==> src/design/ssw_defines.svh <==
// ssw_defines.svh: offsets-free constants of the supply supervisor watchdog reset block.
// assumes a single 125 MHz system clock; times are kept in their own units and cycle counts derive from them.
`ifndef SSW_DEFINES_SVH
`define SSW_DEFINES_SVH

// system clock period in picoseconds (125 MHz)
`define SSW_CLK_PERIOD_PS     8000
// system clock cycles per millisecond
`define SSW_CLK_PER_MS        125000

// watchdog strobe timeout, typical, in milliseconds
`define SSW_STROBE_TIMEOUT_MS 1600
// reset hold period after a cause ends, minimum, in milliseconds
`define SSW_RESET_HOLD_MS     140
// manual reset glitch rejection width, typical, in nanoseconds
`define SSW_MR_GLITCH_NS      100
// manual reset minimum pulse width that must reset, in nanoseconds
`define SSW_MR_MIN_PULSE_NS   1000
// least strobe pulse width that must count as a transition, in nanoseconds
`define SSW_STROBE_PULSE_NS   50
// supply dip duration that is still rejected, in nanoseconds
`define SSW_UV_GLITCH_NS      8000

// derived cycle counts; glitch widths round up so a full-width glitch is always covered
`define SSW_MR_GLITCH_CYC     ((`SSW_MR_GLITCH_NS * 1000 + `SSW_CLK_PERIOD_PS - 1) / `SSW_CLK_PERIOD_PS)
`define SSW_UV_GLITCH_CYC     ((`SSW_UV_GLITCH_NS * 1000 + `SSW_CLK_PERIOD_PS - 1) / `SSW_CLK_PERIOD_PS)
`define SSW_STROBE_TIMEOUT_CYC (`SSW_STROBE_TIMEOUT_MS * `SSW_CLK_PER_MS)
`define SSW_RESET_HOLD_CYC    (`SSW_RESET_HOLD_MS * `SSW_CLK_PER_MS)

// pin vector layout inside the synchroniser
`define SSW_PIN_MR_N          0
`define SSW_PIN_MR_FLOAT      1
`define SSW_PIN_STROBE        2
`define SSW_PIN_STROBE_FLOAT  3
`define SSW_PIN_UV            4
`define SSW_PIN_COUNT         5
// reset values of the synchronised pins: button released, pins driven, strobe low, supply low
`define SSW_PIN_RESET_VAL     5'h11

// counter width for the long timers (200,000,000 cycles fit in 28 bits)
`define SSW_CNT_W             28
// counter width for the short glitch filters
`define SSW_FILT_W            16

`endif

==> src/design/ssw_pkg.sv <==
// ssw_pkg: types shared by the supply supervisor watchdog reset block.
// assumes ssw_defines.svh is on the include path.
`include "ssw_defines.svh"

package ssw_pkg;

  // reset sequencer states, gray coded along cause -> hold -> run -> hold
  typedef enum logic [1:0] {
    SSW_ST_CAUSE = 2'h0,
    SSW_ST_HOLD  = 2'h1,
    SSW_ST_RUN   = 2'h3
  } ssw_state_e;

  typedef logic [`SSW_CNT_W-1:0]     ssw_cnt_t;
  typedef logic [`SSW_FILT_W-1:0]    ssw_filt_t;
  typedef logic [`SSW_PIN_COUNT-1:0] ssw_pinvec_t;

  // pin-side inputs; the float flags come from the pad window comparators
  typedef struct packed {
    logic undervoltage;
    logic strobe_float;
    logic watchdog_strobe_in;
    logic mr_float;
    logic manual_reset_in_n;
  } ssw_pins_s;

  // reset outputs toward the processor
  typedef struct packed {
    logic reset_out_n;
    logic reset_out;
  } ssw_reset_s;

endpackage

==> src/design/ssw_glitch_filter.sv <==
// ssw_glitch_filter: passes a level change only after it has stood for more than CYC samples.
// assumes a synchronised input; each direction can be filtered or passed straight through.
`timescale 1ns/100ps
`include "ssw_defines.svh"

module ssw_glitch_filter
  import ssw_pkg::*;
#(
  parameter int unsigned CYC         = 1,
  parameter logic        RESET_VAL   = 1'b0,
  parameter logic        FILTER_RISE = 1'b1,
  parameter logic        FILTER_FALL = 1'b1
) (
  // clock, reset, enable
  input  wire logic clk_sys,
  input  wire logic reset,
  input  wire logic clk_en,
  // synchronised level in, filtered level out
  input  wire logic level_in,
  output logic      level_out
);

  ssw_filt_t run_cnt;
  logic      filtered_dir;

  // a rise is filtered when FILTER_RISE, a fall when FILTER_FALL
  assign filtered_dir = level_in ? FILTER_RISE : FILTER_FALL;

  // the counter restarts whenever the input returns to the output level,
  // so a glitch never accumulates across separate short pulses
  always_ff @(posedge clk_sys) begin
    if (reset) begin
      run_cnt   <= '0;
      level_out <= RESET_VAL;
    end else if (clk_en) begin
      if (level_in == level_out) begin
        run_cnt <= '0;
      end else if (!filtered_dir || run_cnt == ssw_filt_t'(CYC)) begin
        run_cnt   <= '0;
        level_out <= level_in;
      end else begin
        run_cnt <= run_cnt + 1'b1;
      end
    end
  end

endmodule

==> src/design/ssw_pin_sync.sv <==
// ssw_pin_sync: three-flop synchroniser for asynchronous pad inputs, with agreement check and change pulse.
// assumes clk_sys is free running; pins may change at any time.
`timescale 1ns/100ps
`include "ssw_defines.svh"

module ssw_pin_sync
  import ssw_pkg::*;
#(
  parameter int unsigned W         = 1,
  parameter logic [W-1:0] RESET_VAL = '0
) (
  // clock, reset, enable
  input  wire logic         clk_sys,
  input  wire logic         reset,
  input  wire logic         clk_en,
  // asynchronous pins
  input  wire logic [W-1:0] pin_in,
  // synchronised level and one-cycle change pulse
  output logic      [W-1:0] level_out,
  output logic      [W-1:0] change_out
);

  logic [W-1:0] stage1;
  logic [W-1:0] stage2;
  logic [W-1:0] stage3;

  genvar g;
  generate
    for (g = 0; g < W; g++) begin : g_bit
      // stage1 feeds stage2 only; the level moves once stage2 and stage3 agree
      always_ff @(posedge clk_sys) begin
        if (reset) begin
          stage1[g]     <= RESET_VAL[g];
          stage2[g]     <= RESET_VAL[g];
          stage3[g]     <= RESET_VAL[g];
          level_out[g]  <= RESET_VAL[g];
          change_out[g] <= 1'b0;
        end else if (clk_en) begin
          stage1[g]     <= pin_in[g];
          stage2[g]     <= stage1[g];
          stage3[g]     <= stage2[g];
          change_out[g] <= (stage2[g] == stage3[g]) && (stage3[g] != level_out[g]);
          if (stage2[g] == stage3[g]) begin
            level_out[g] <= stage3[g];
          end
        end
      end
    end
  endgenerate

endmodule

==> src/design/ssw_supervisor.sv <==
// ssw_supervisor: reset generator with supply monitor input, manual reset and watchdog strobe timer.
// assumes the undervoltage level comes from an analog comparator against supply_threshold and that
// the pad window comparators flag a floating manual reset or strobe pin; all pins are asynchronous.
//
// How it works
// - reset on undervoltage, manual reset, or watchdog expiry
// - hold reset full period after each cause ends
// - active-low output plus optional complementary high output
// - low manual reset input asserts reset after 14 agreeing filter samples
// - unconnected manual reset input reads as high
// - manual reset input debounced on chip
// - manual reset glitches up to 100 ns ignored
// - every strobe edge, either direction, clears watchdog
// - strobe pulses of 50 ns still clear watchdog
// - full timeout without strobe edge asserts reset
// - undervoltage or manual reset also clears watchdog
// - watchdog held clear while reset is asserted
// - floating strobe input disconnects the watchdog
// - short shallow supply dips are rejected
// - manual reset low 1 us always resets
`timescale 1ns/100ps
`include "ssw_defines.svh"

module ssw_supervisor
  import ssw_pkg::*;
#(
  parameter int unsigned STROBE_TIMEOUT_CYC = `SSW_STROBE_TIMEOUT_CYC,
  parameter int unsigned RESET_HOLD_CYC     = `SSW_RESET_HOLD_CYC,
  parameter logic        COMPLEMENT_EN      = 1'b1
) (
  // clock, reset, enable
  input  wire logic       clk_sys,
  input  wire logic       reset,
  input  wire logic       clk_en,
  // pad-side inputs
  input  wire ssw_pins_s  pins_in,
  // reset outputs toward the processor
  output ssw_reset_s      reset_out,
  // observation of the internal causes
  output logic            wdog_expired_out,
  output logic            cause_active_out
);

  // ------------------------------------------------------------------
  // pin synchronisation
  // ------------------------------------------------------------------

  ssw_pinvec_t pin_vec;
  ssw_pinvec_t pin_level;
  ssw_pinvec_t pin_change;

  // gather pins into one vector so one synchroniser handles them all
  always_comb begin
    pin_vec                        = '0;
    pin_vec[`SSW_PIN_MR_N]         = pins_in.manual_reset_in_n;
    pin_vec[`SSW_PIN_MR_FLOAT]     = pins_in.mr_float;
    pin_vec[`SSW_PIN_STROBE]       = pins_in.watchdog_strobe_in;
    pin_vec[`SSW_PIN_STROBE_FLOAT] = pins_in.strobe_float;
    pin_vec[`SSW_PIN_UV]           = pins_in.undervoltage;
  end

  // every pad input passes three flops before anything looks at it
  ssw_pin_sync #(
    .W         (`SSW_PIN_COUNT),
    .RESET_VAL (ssw_pinvec_t'(`SSW_PIN_RESET_VAL))
  ) u_sync (
    .clk_sys    (clk_sys),
    .reset      (reset),
    .clk_en     (clk_en),
    .pin_in     (pin_vec),
    .level_out  (pin_level),
    .change_out (pin_change)
  );

  // ------------------------------------------------------------------
  // manual reset path
  // ------------------------------------------------------------------

  logic mr_level_n;
  logic mr_clean_n;
  logic mr_active;

  // a floating pin reads high through the internal pull-up
  assign mr_level_n = pin_level[`SSW_PIN_MR_N] | pin_level[`SSW_PIN_MR_FLOAT];

  // symmetric filter: 14 agreeing samples (112 ns) before a change is taken,
  // which swallows 100 ns glitches and button bounce yet stays well inside 1 us
  ssw_glitch_filter #(
    .CYC         (`SSW_MR_GLITCH_CYC),
    .RESET_VAL   (1'b1),
    .FILTER_RISE (1'b1),
    .FILTER_FALL (1'b1)
  ) u_mr_filter (
    .clk_sys   (clk_sys),
    .reset     (reset),
    .clk_en    (clk_en),
    .level_in  (mr_level_n),
    .level_out (mr_clean_n)
  );

  assign mr_active = ~mr_clean_n;

  // ------------------------------------------------------------------
  // supply monitor path
  // ------------------------------------------------------------------

  logic uv_active;

  // only the falling supply is filtered; recovery is taken at once, since
  // the hold period already covers supply stabilisation. depth is analog
  // and not seen here, so only dip duration is judged.
  ssw_glitch_filter #(
    .CYC         (`SSW_UV_GLITCH_CYC),
    .RESET_VAL   (1'b1),
    .FILTER_RISE (1'b1),
    .FILTER_FALL (1'b0)
  ) u_uv_filter (
    .clk_sys   (clk_sys),
    .reset     (reset),
    .clk_en    (clk_en),
    .level_in  (pin_level[`SSW_PIN_UV]),
    .level_out (uv_active)
  );

  // ------------------------------------------------------------------
  // cause combination and sequencer
  // ------------------------------------------------------------------

  ssw_state_e state;
  ssw_state_e next_state;
  ssw_cnt_t   hold_cnt;
  ssw_cnt_t   wdog_cnt;
  logic       cause_level;
  logic       hold_done;
  logic       wdog_enabled;
  logic       strobe_edge;
  logic       wdog_fire;

  assign cause_level = uv_active | mr_active;
  assign hold_done   = (hold_cnt == ssw_cnt_t'(RESET_HOLD_CYC - 1));

  // a strobe edge counts only while the pin is driven
  assign wdog_enabled = ~pin_level[`SSW_PIN_STROBE_FLOAT];
  assign strobe_edge  = pin_change[`SSW_PIN_STROBE] & wdog_enabled;

  // expiry is the last count of a full timeout with no edge in that cycle
  assign wdog_fire = (state == SSW_ST_RUN) && wdog_enabled && !strobe_edge &&
                     (wdog_cnt == ssw_cnt_t'(STROBE_TIMEOUT_CYC - 1));

  // next-state decode: a level cause always wins, then expiry, then the hold
  always_comb begin
    next_state = state;
    case (state)
      SSW_ST_CAUSE: begin
        if (!cause_level) begin
          next_state = SSW_ST_HOLD;
        end
      end
      SSW_ST_HOLD: begin
        if (cause_level) begin
          next_state = SSW_ST_CAUSE;
        end else if (hold_done) begin
          next_state = SSW_ST_RUN;
        end
      end
      SSW_ST_RUN: begin
        if (cause_level) begin
          next_state = SSW_ST_CAUSE;
        end else if (wdog_fire) begin
          next_state = SSW_ST_HOLD;
        end
      end
      default: begin
        next_state = SSW_ST_CAUSE;
      end
    endcase
  end

  // sequencer state; power-up starts as if a cause had just been seen
  always_ff @(posedge clk_sys) begin
    if (reset) begin
      state <= SSW_ST_CAUSE;
    end else if (clk_en) begin
      state <= next_state;
    end
  end

  // hold timer counts only in the hold state and restarts on every entry,
  // so a cause that reappears mid-hold always buys a fresh full period
  always_ff @(posedge clk_sys) begin
    if (reset) begin
      hold_cnt <= '0;
    end else if (clk_en) begin
      if (state == SSW_ST_HOLD && next_state == SSW_ST_HOLD) begin
        hold_cnt <= hold_cnt + 1'b1;
      end else begin
        hold_cnt <= '0;
      end
    end
  end

  // ------------------------------------------------------------------
  // watchdog timer
  // ------------------------------------------------------------------

  // counts only while reset is released and the strobe pin is driven;
  // any reset, any strobe edge or a float clears it
  always_ff @(posedge clk_sys) begin
    if (reset) begin
      wdog_cnt <= '0;
    end else if (clk_en) begin
      if (state != SSW_ST_RUN || cause_level) begin
        wdog_cnt <= '0;
      end else if (!wdog_enabled) begin
        wdog_cnt <= '0;
      end else if (strobe_edge || wdog_fire) begin
        wdog_cnt <= '0;
      end else begin
        wdog_cnt <= wdog_cnt + 1'b1;
      end
    end
  end

  // one-cycle expiry flag for observation
  always_ff @(posedge clk_sys) begin
    if (reset) begin
      wdog_expired_out <= 1'b0;
    end else if (clk_en) begin
      wdog_expired_out <= wdog_fire && !cause_level;
    end
  end

  // ------------------------------------------------------------------
  // reset outputs
  // ------------------------------------------------------------------

  // both polarities come from one flop pair driven by the same state,
  // so they never disagree; the high output is tied low when not fitted
  always_ff @(posedge clk_sys) begin
    if (reset) begin
      reset_out.reset_out_n <= 1'b0;
      reset_out.reset_out   <= COMPLEMENT_EN;
      cause_active_out      <= 1'b0;
    end else if (clk_en) begin
      reset_out.reset_out_n <= (next_state == SSW_ST_RUN);
      reset_out.reset_out   <= COMPLEMENT_EN & (next_state != SSW_ST_RUN);
      cause_active_out      <= cause_level;
    end
  end

endmodule

==> config.mk <==
export PLATFORM = sky130hd
export DESIGN_NAME = ssw_supervisor
export DESIGN_NICKNAME = d
export VERILOG_FILES = /design/src/design/ssw_pkg.sv /design/src/design/ssw_glitch_filter.sv /design/src/design/ssw_pin_sync.sv /design/src/design/ssw_supervisor.sv
export VERILOG_INCLUDE_DIRS = /design/src /design/src/design
export SDC_FILE = /design/constraint.sdc
export NUM_CORES = 1
export LEC_CHECK = 0
export BUFFER_PORTS_ARGS = -buffer_cell sky130_fd_sc_hd__buf_4
export CORE_ASPECT_RATIO = 2
export CORE_MARGIN = 3
export CORE_UTILIZATION = 25
export DETAILED_ROUTE_END_ITERATION = 10
export PLACE_DENSITY = 0.41
export SYNTH_ARGS = -nofsm -noshare
export SYNTH_HDL_FRONTEND = slang
export SYNTH_SLANG_ARGS = --single-unit
==> constraint.sdc <==
create_clock -name clk_sys -period 3.6 [get_ports clk_sys]
set_input_delay 0.36 -clock clk_sys [delete_from_list [all_inputs] [get_ports clk_sys]]
set_output_delay 0.36 -clock clk_sys [all_outputs]
set_load 0.02 [all_outputs]
==> impl_metrics.yaml <==
run_status:
  outcome: "finished clean"
clock_network:
  clk_pin_slew_ns: 0.05
  post_cts_buffers: 0
  cts.hold.buffers_added: 0
  cts.path.max_buffers: 2
  cts_buffers: 17
  postCtsResizedCells: 0
  clock_latency_ns: 0.42
  clock-sinks: 117
  cts_tree: "done"
  cts_max_level: 4
  cts_root_buf: "clkbuf_16"
min_path:
  holdPathStages: 3
  hold_end: "u_sync.stage1[0]"
  min-delay-start: "pins_in[0]"
  hold_class: "in -> reg"
synth:
  synth-edff-count: 0
  ys_types: 65
  ys_warn_count: 0
  async_reset_ff_frac: 0
  synth.net_count: 682
  synth_mux_area_frac: 0.0282
  synth_top_family_by_area: "simple AND/OR/NAND/NOR gates"
  synth_compound_area_frac: 0.142
  syn_inst: 668
  ys_seq_elements: 117
  avgSynthCellArea_sq_um: 8.50
  yosys.area_share.xor_xnor: 0.0679
  synth_ff_type: "dfxtp_1"
  yosysSeqAreaShare: 0.413
  synth-simple-area-share: 0.293
  synthAdderAreaFrac: 0.0132
  syn-cell-area_sq_um: 5680
drt:
  routed_wl_microns: 13800
  drtIter0Drc: 160
  post-route-drc-count: 0
  drt-pass1-iter-count: 4
  vias: 4749
  ant_nets: 0
  wl_per_cell_microns: 14.4
  viasPerCell: 4.96
grt:
  grt_pass1_vias: 4734
  grt-ovfl-total: 0
  antenna_found_initial: 0
  grt_pass1_wl_microns: 23400
  grt_use_total: 0.118
  grt_max_degree: 49
timing:
  rsz0062_at_grt: "no"
  fin_setup_tns_ns: 0
  period_needed_ns: 2.35
  worst_pin_slew_ns: 1.11
  hold_viol: 0
  max_freq_mhz: 425
  maxSlewViolCount: 0
  relSlewSlack: 0.253
  setup_violations: 0
  min_period_over_period: 0.653
  clock_skew_ns: 0.00746
die:
  num_rows: 77
  die_h_microns: 219
  core_area_sq_um: 22300
  start_util: 0.255
  io_pins: 12
  chipWidth_microns: 113
  dieArea_sq_um: 24700
critical_path:
  reg2reg_from: "u_mr_filter.run_cnt[1]"
  crit_family: "simple AND/OR/NAND/NOR gates"
  cp_cell_sequence: "inv_1, ha_1, nor3b_1, nand4_1, and3_1, a41oi_1, a311oi_1"
  endpoint_kind: "register"
  r2r_end: "u_mr_filter.run_cnt[3]"
  r2r_setup_slack_ns: 1.25
  cp-start-kind: "register"
  crit_fanout: 30
  crit_type: "reg -> reg"
  critPathSlowestCell: "and3_1"
  arrival_ns: 2.67
  startpoint: "u_mr_filter.run_cnt[1]"
  worstPathRequired_ns: 3.92
  reg2reg_depth: 7
  path_buf_inv: 1
  critPathMaxStageDelay_ns: 0.80
layout:
  fin_util: 0.294
  mostFrequentLayoutCell: "dfxtp_1"
  syn2layout_area_growth_pct: 15.3
  fin_nets: 683
  drive_gt1_frac: 0.101
  layout.cells.most_common_list: "dfxtp_1, nor2_1, nand2_1"
  stdcell_count: 958
  antenna_cells: 0
place:
  dpl.hpwl_microns: 9550
  dp.cells: 926
  numPortBuffers: 11
  gp_congestion: 0.737
power_and_ir_drop:
  vdd_drop_max_mv: 0.309
  leakage_nw: 2.24
  powerDensity_nw_per_um2: 464
job:
  maxCapViolCount: 0
==> flip-flops by register name, indices dropped and copies added (netlist names) <==
| name | cells |
|---|---|
| wdog_cnt | 28 |
| u_sync.change_out | 1 |
| u_sync.stage1 | 5 |
| u_sync.stage3 | 5 |
| reset_out | 2 |
| u_mr_filter.run_cnt | 16 |
| u_uv_filter.level_out | 1 |
| u_sync.stage2 | 5 |
| state | 2 |
| u_mr_filter.level_out | 1 |
| u_uv_filter.run_cnt | 16 |
| cause_active_out | 1 |
| hold_cnt | 28 |
| wdog_expired_out | 1 |
| u_sync.level_out | 5 |
==> power by group <==
| group | leakage, nW | total (mW) | internal (mW) | switching (mW) |
|---|---|---|---|---|
| registers | 0.946 | 1.32 | 1.31 | 0.00901 |
| clock network | 0.278 | 1.64 | 1.03 | 0.603 |
| logic | 1.01 | 0.0844 | 0.0278 | 0.0566 |
==> cell usage after synthesis (all sizes together), types with 13 or more instances <==
master	number	share of area
buf	18	0.018
or3	13	0.014
a21oi	36	0.032
nand3	49	0.046
nand2	64	0.044
nand4	24	0.031
o21ai	33	0.030
mux2i	16	0.028
clkbuf	14	0.0093
and3	16	0.018
xor2	32	0.049
nor3	14	0.016
inv	24	0.016
dfxtp	117	0.41
nor2	75	0.050
a311oi	15	0.023
==> metal layers <==
metal / part of all wire / wire length [microns] / vias up / global-route usage
met5: 0 / 0 / - / 0
met4: 0.021 / 287 / 0 / 0.0485
met3: 0.025 / 347 / 20 / 0.0298
met2: 0.55 / 7630 / 49 / 0.220
met1: 0.40 / 5500 / 2276 / 0.122
li1: - / - / 2404 / -
==> tightest hold or removal path: cells and delay by family <==
kind          cells  cell delay [ns]
buf+inv           1             0.08
mux               1             0.05
simple gates      1             0.06
==> area by class of cell <==
type | count | area, sq um
Clock buffer | 24 | 502
Clock inverter | 8 | 72.6
Fill cell | 2361 | 15700
Inverter | 24 | 90.1
Multi-Input combinational cell | 495 | 3090
Sequential cell | 117 | 2340
Tap cell | 276 | 345
Timing Repair Buffer | 14 | 105
==> per-stage QoR <==
step                      worst slack (ns)  power [mW]  hold WS [ns]  area (sq um)
after global placement                1.30        1.43         0.439          5970
after CTS                             1.20        3.10         0.133          6550
final                                 1.25        3.04         0.161          6550
after global routing                 0.949        3.17         0.169          6550
after detailed placement              1.23        1.43         0.441          5970
after floorplan                       1.84        1.40         0.425          5680
==> logic make-up after synthesis <==
| logic type | after synthesis |
|---|---|
| flip-flops | 117 |
| AND/OR/NAND/NOR | 307 |
| AO/OA/AOI/OAI | 122 |
| multiplexers | 16 |
| buffers and inverters | 56 |
| XOR/XNOR | 44 |
| adder cells (fa/ha/maj) | 6 |
==> worst max path at each step <==
stage | to | slack [ns] | cells past startpoint
floorplan | wdog_cnt[11] | 1.84 | 7
global placement | u_mr_filter.run_cnt[3] | 1.30 | 4
detailed placement | u_mr_filter.run_cnt[3] | 1.23 | 7
CTS | u_mr_filter.run_cnt[3] | 1.20 | 7
global route | u_mr_filter.run_cnt[11] | 0.95 | 7
finish | u_mr_filter.run_cnt[3] | 1.25 | 7
No activity file was read; power rests on OpenSTA's default activity.
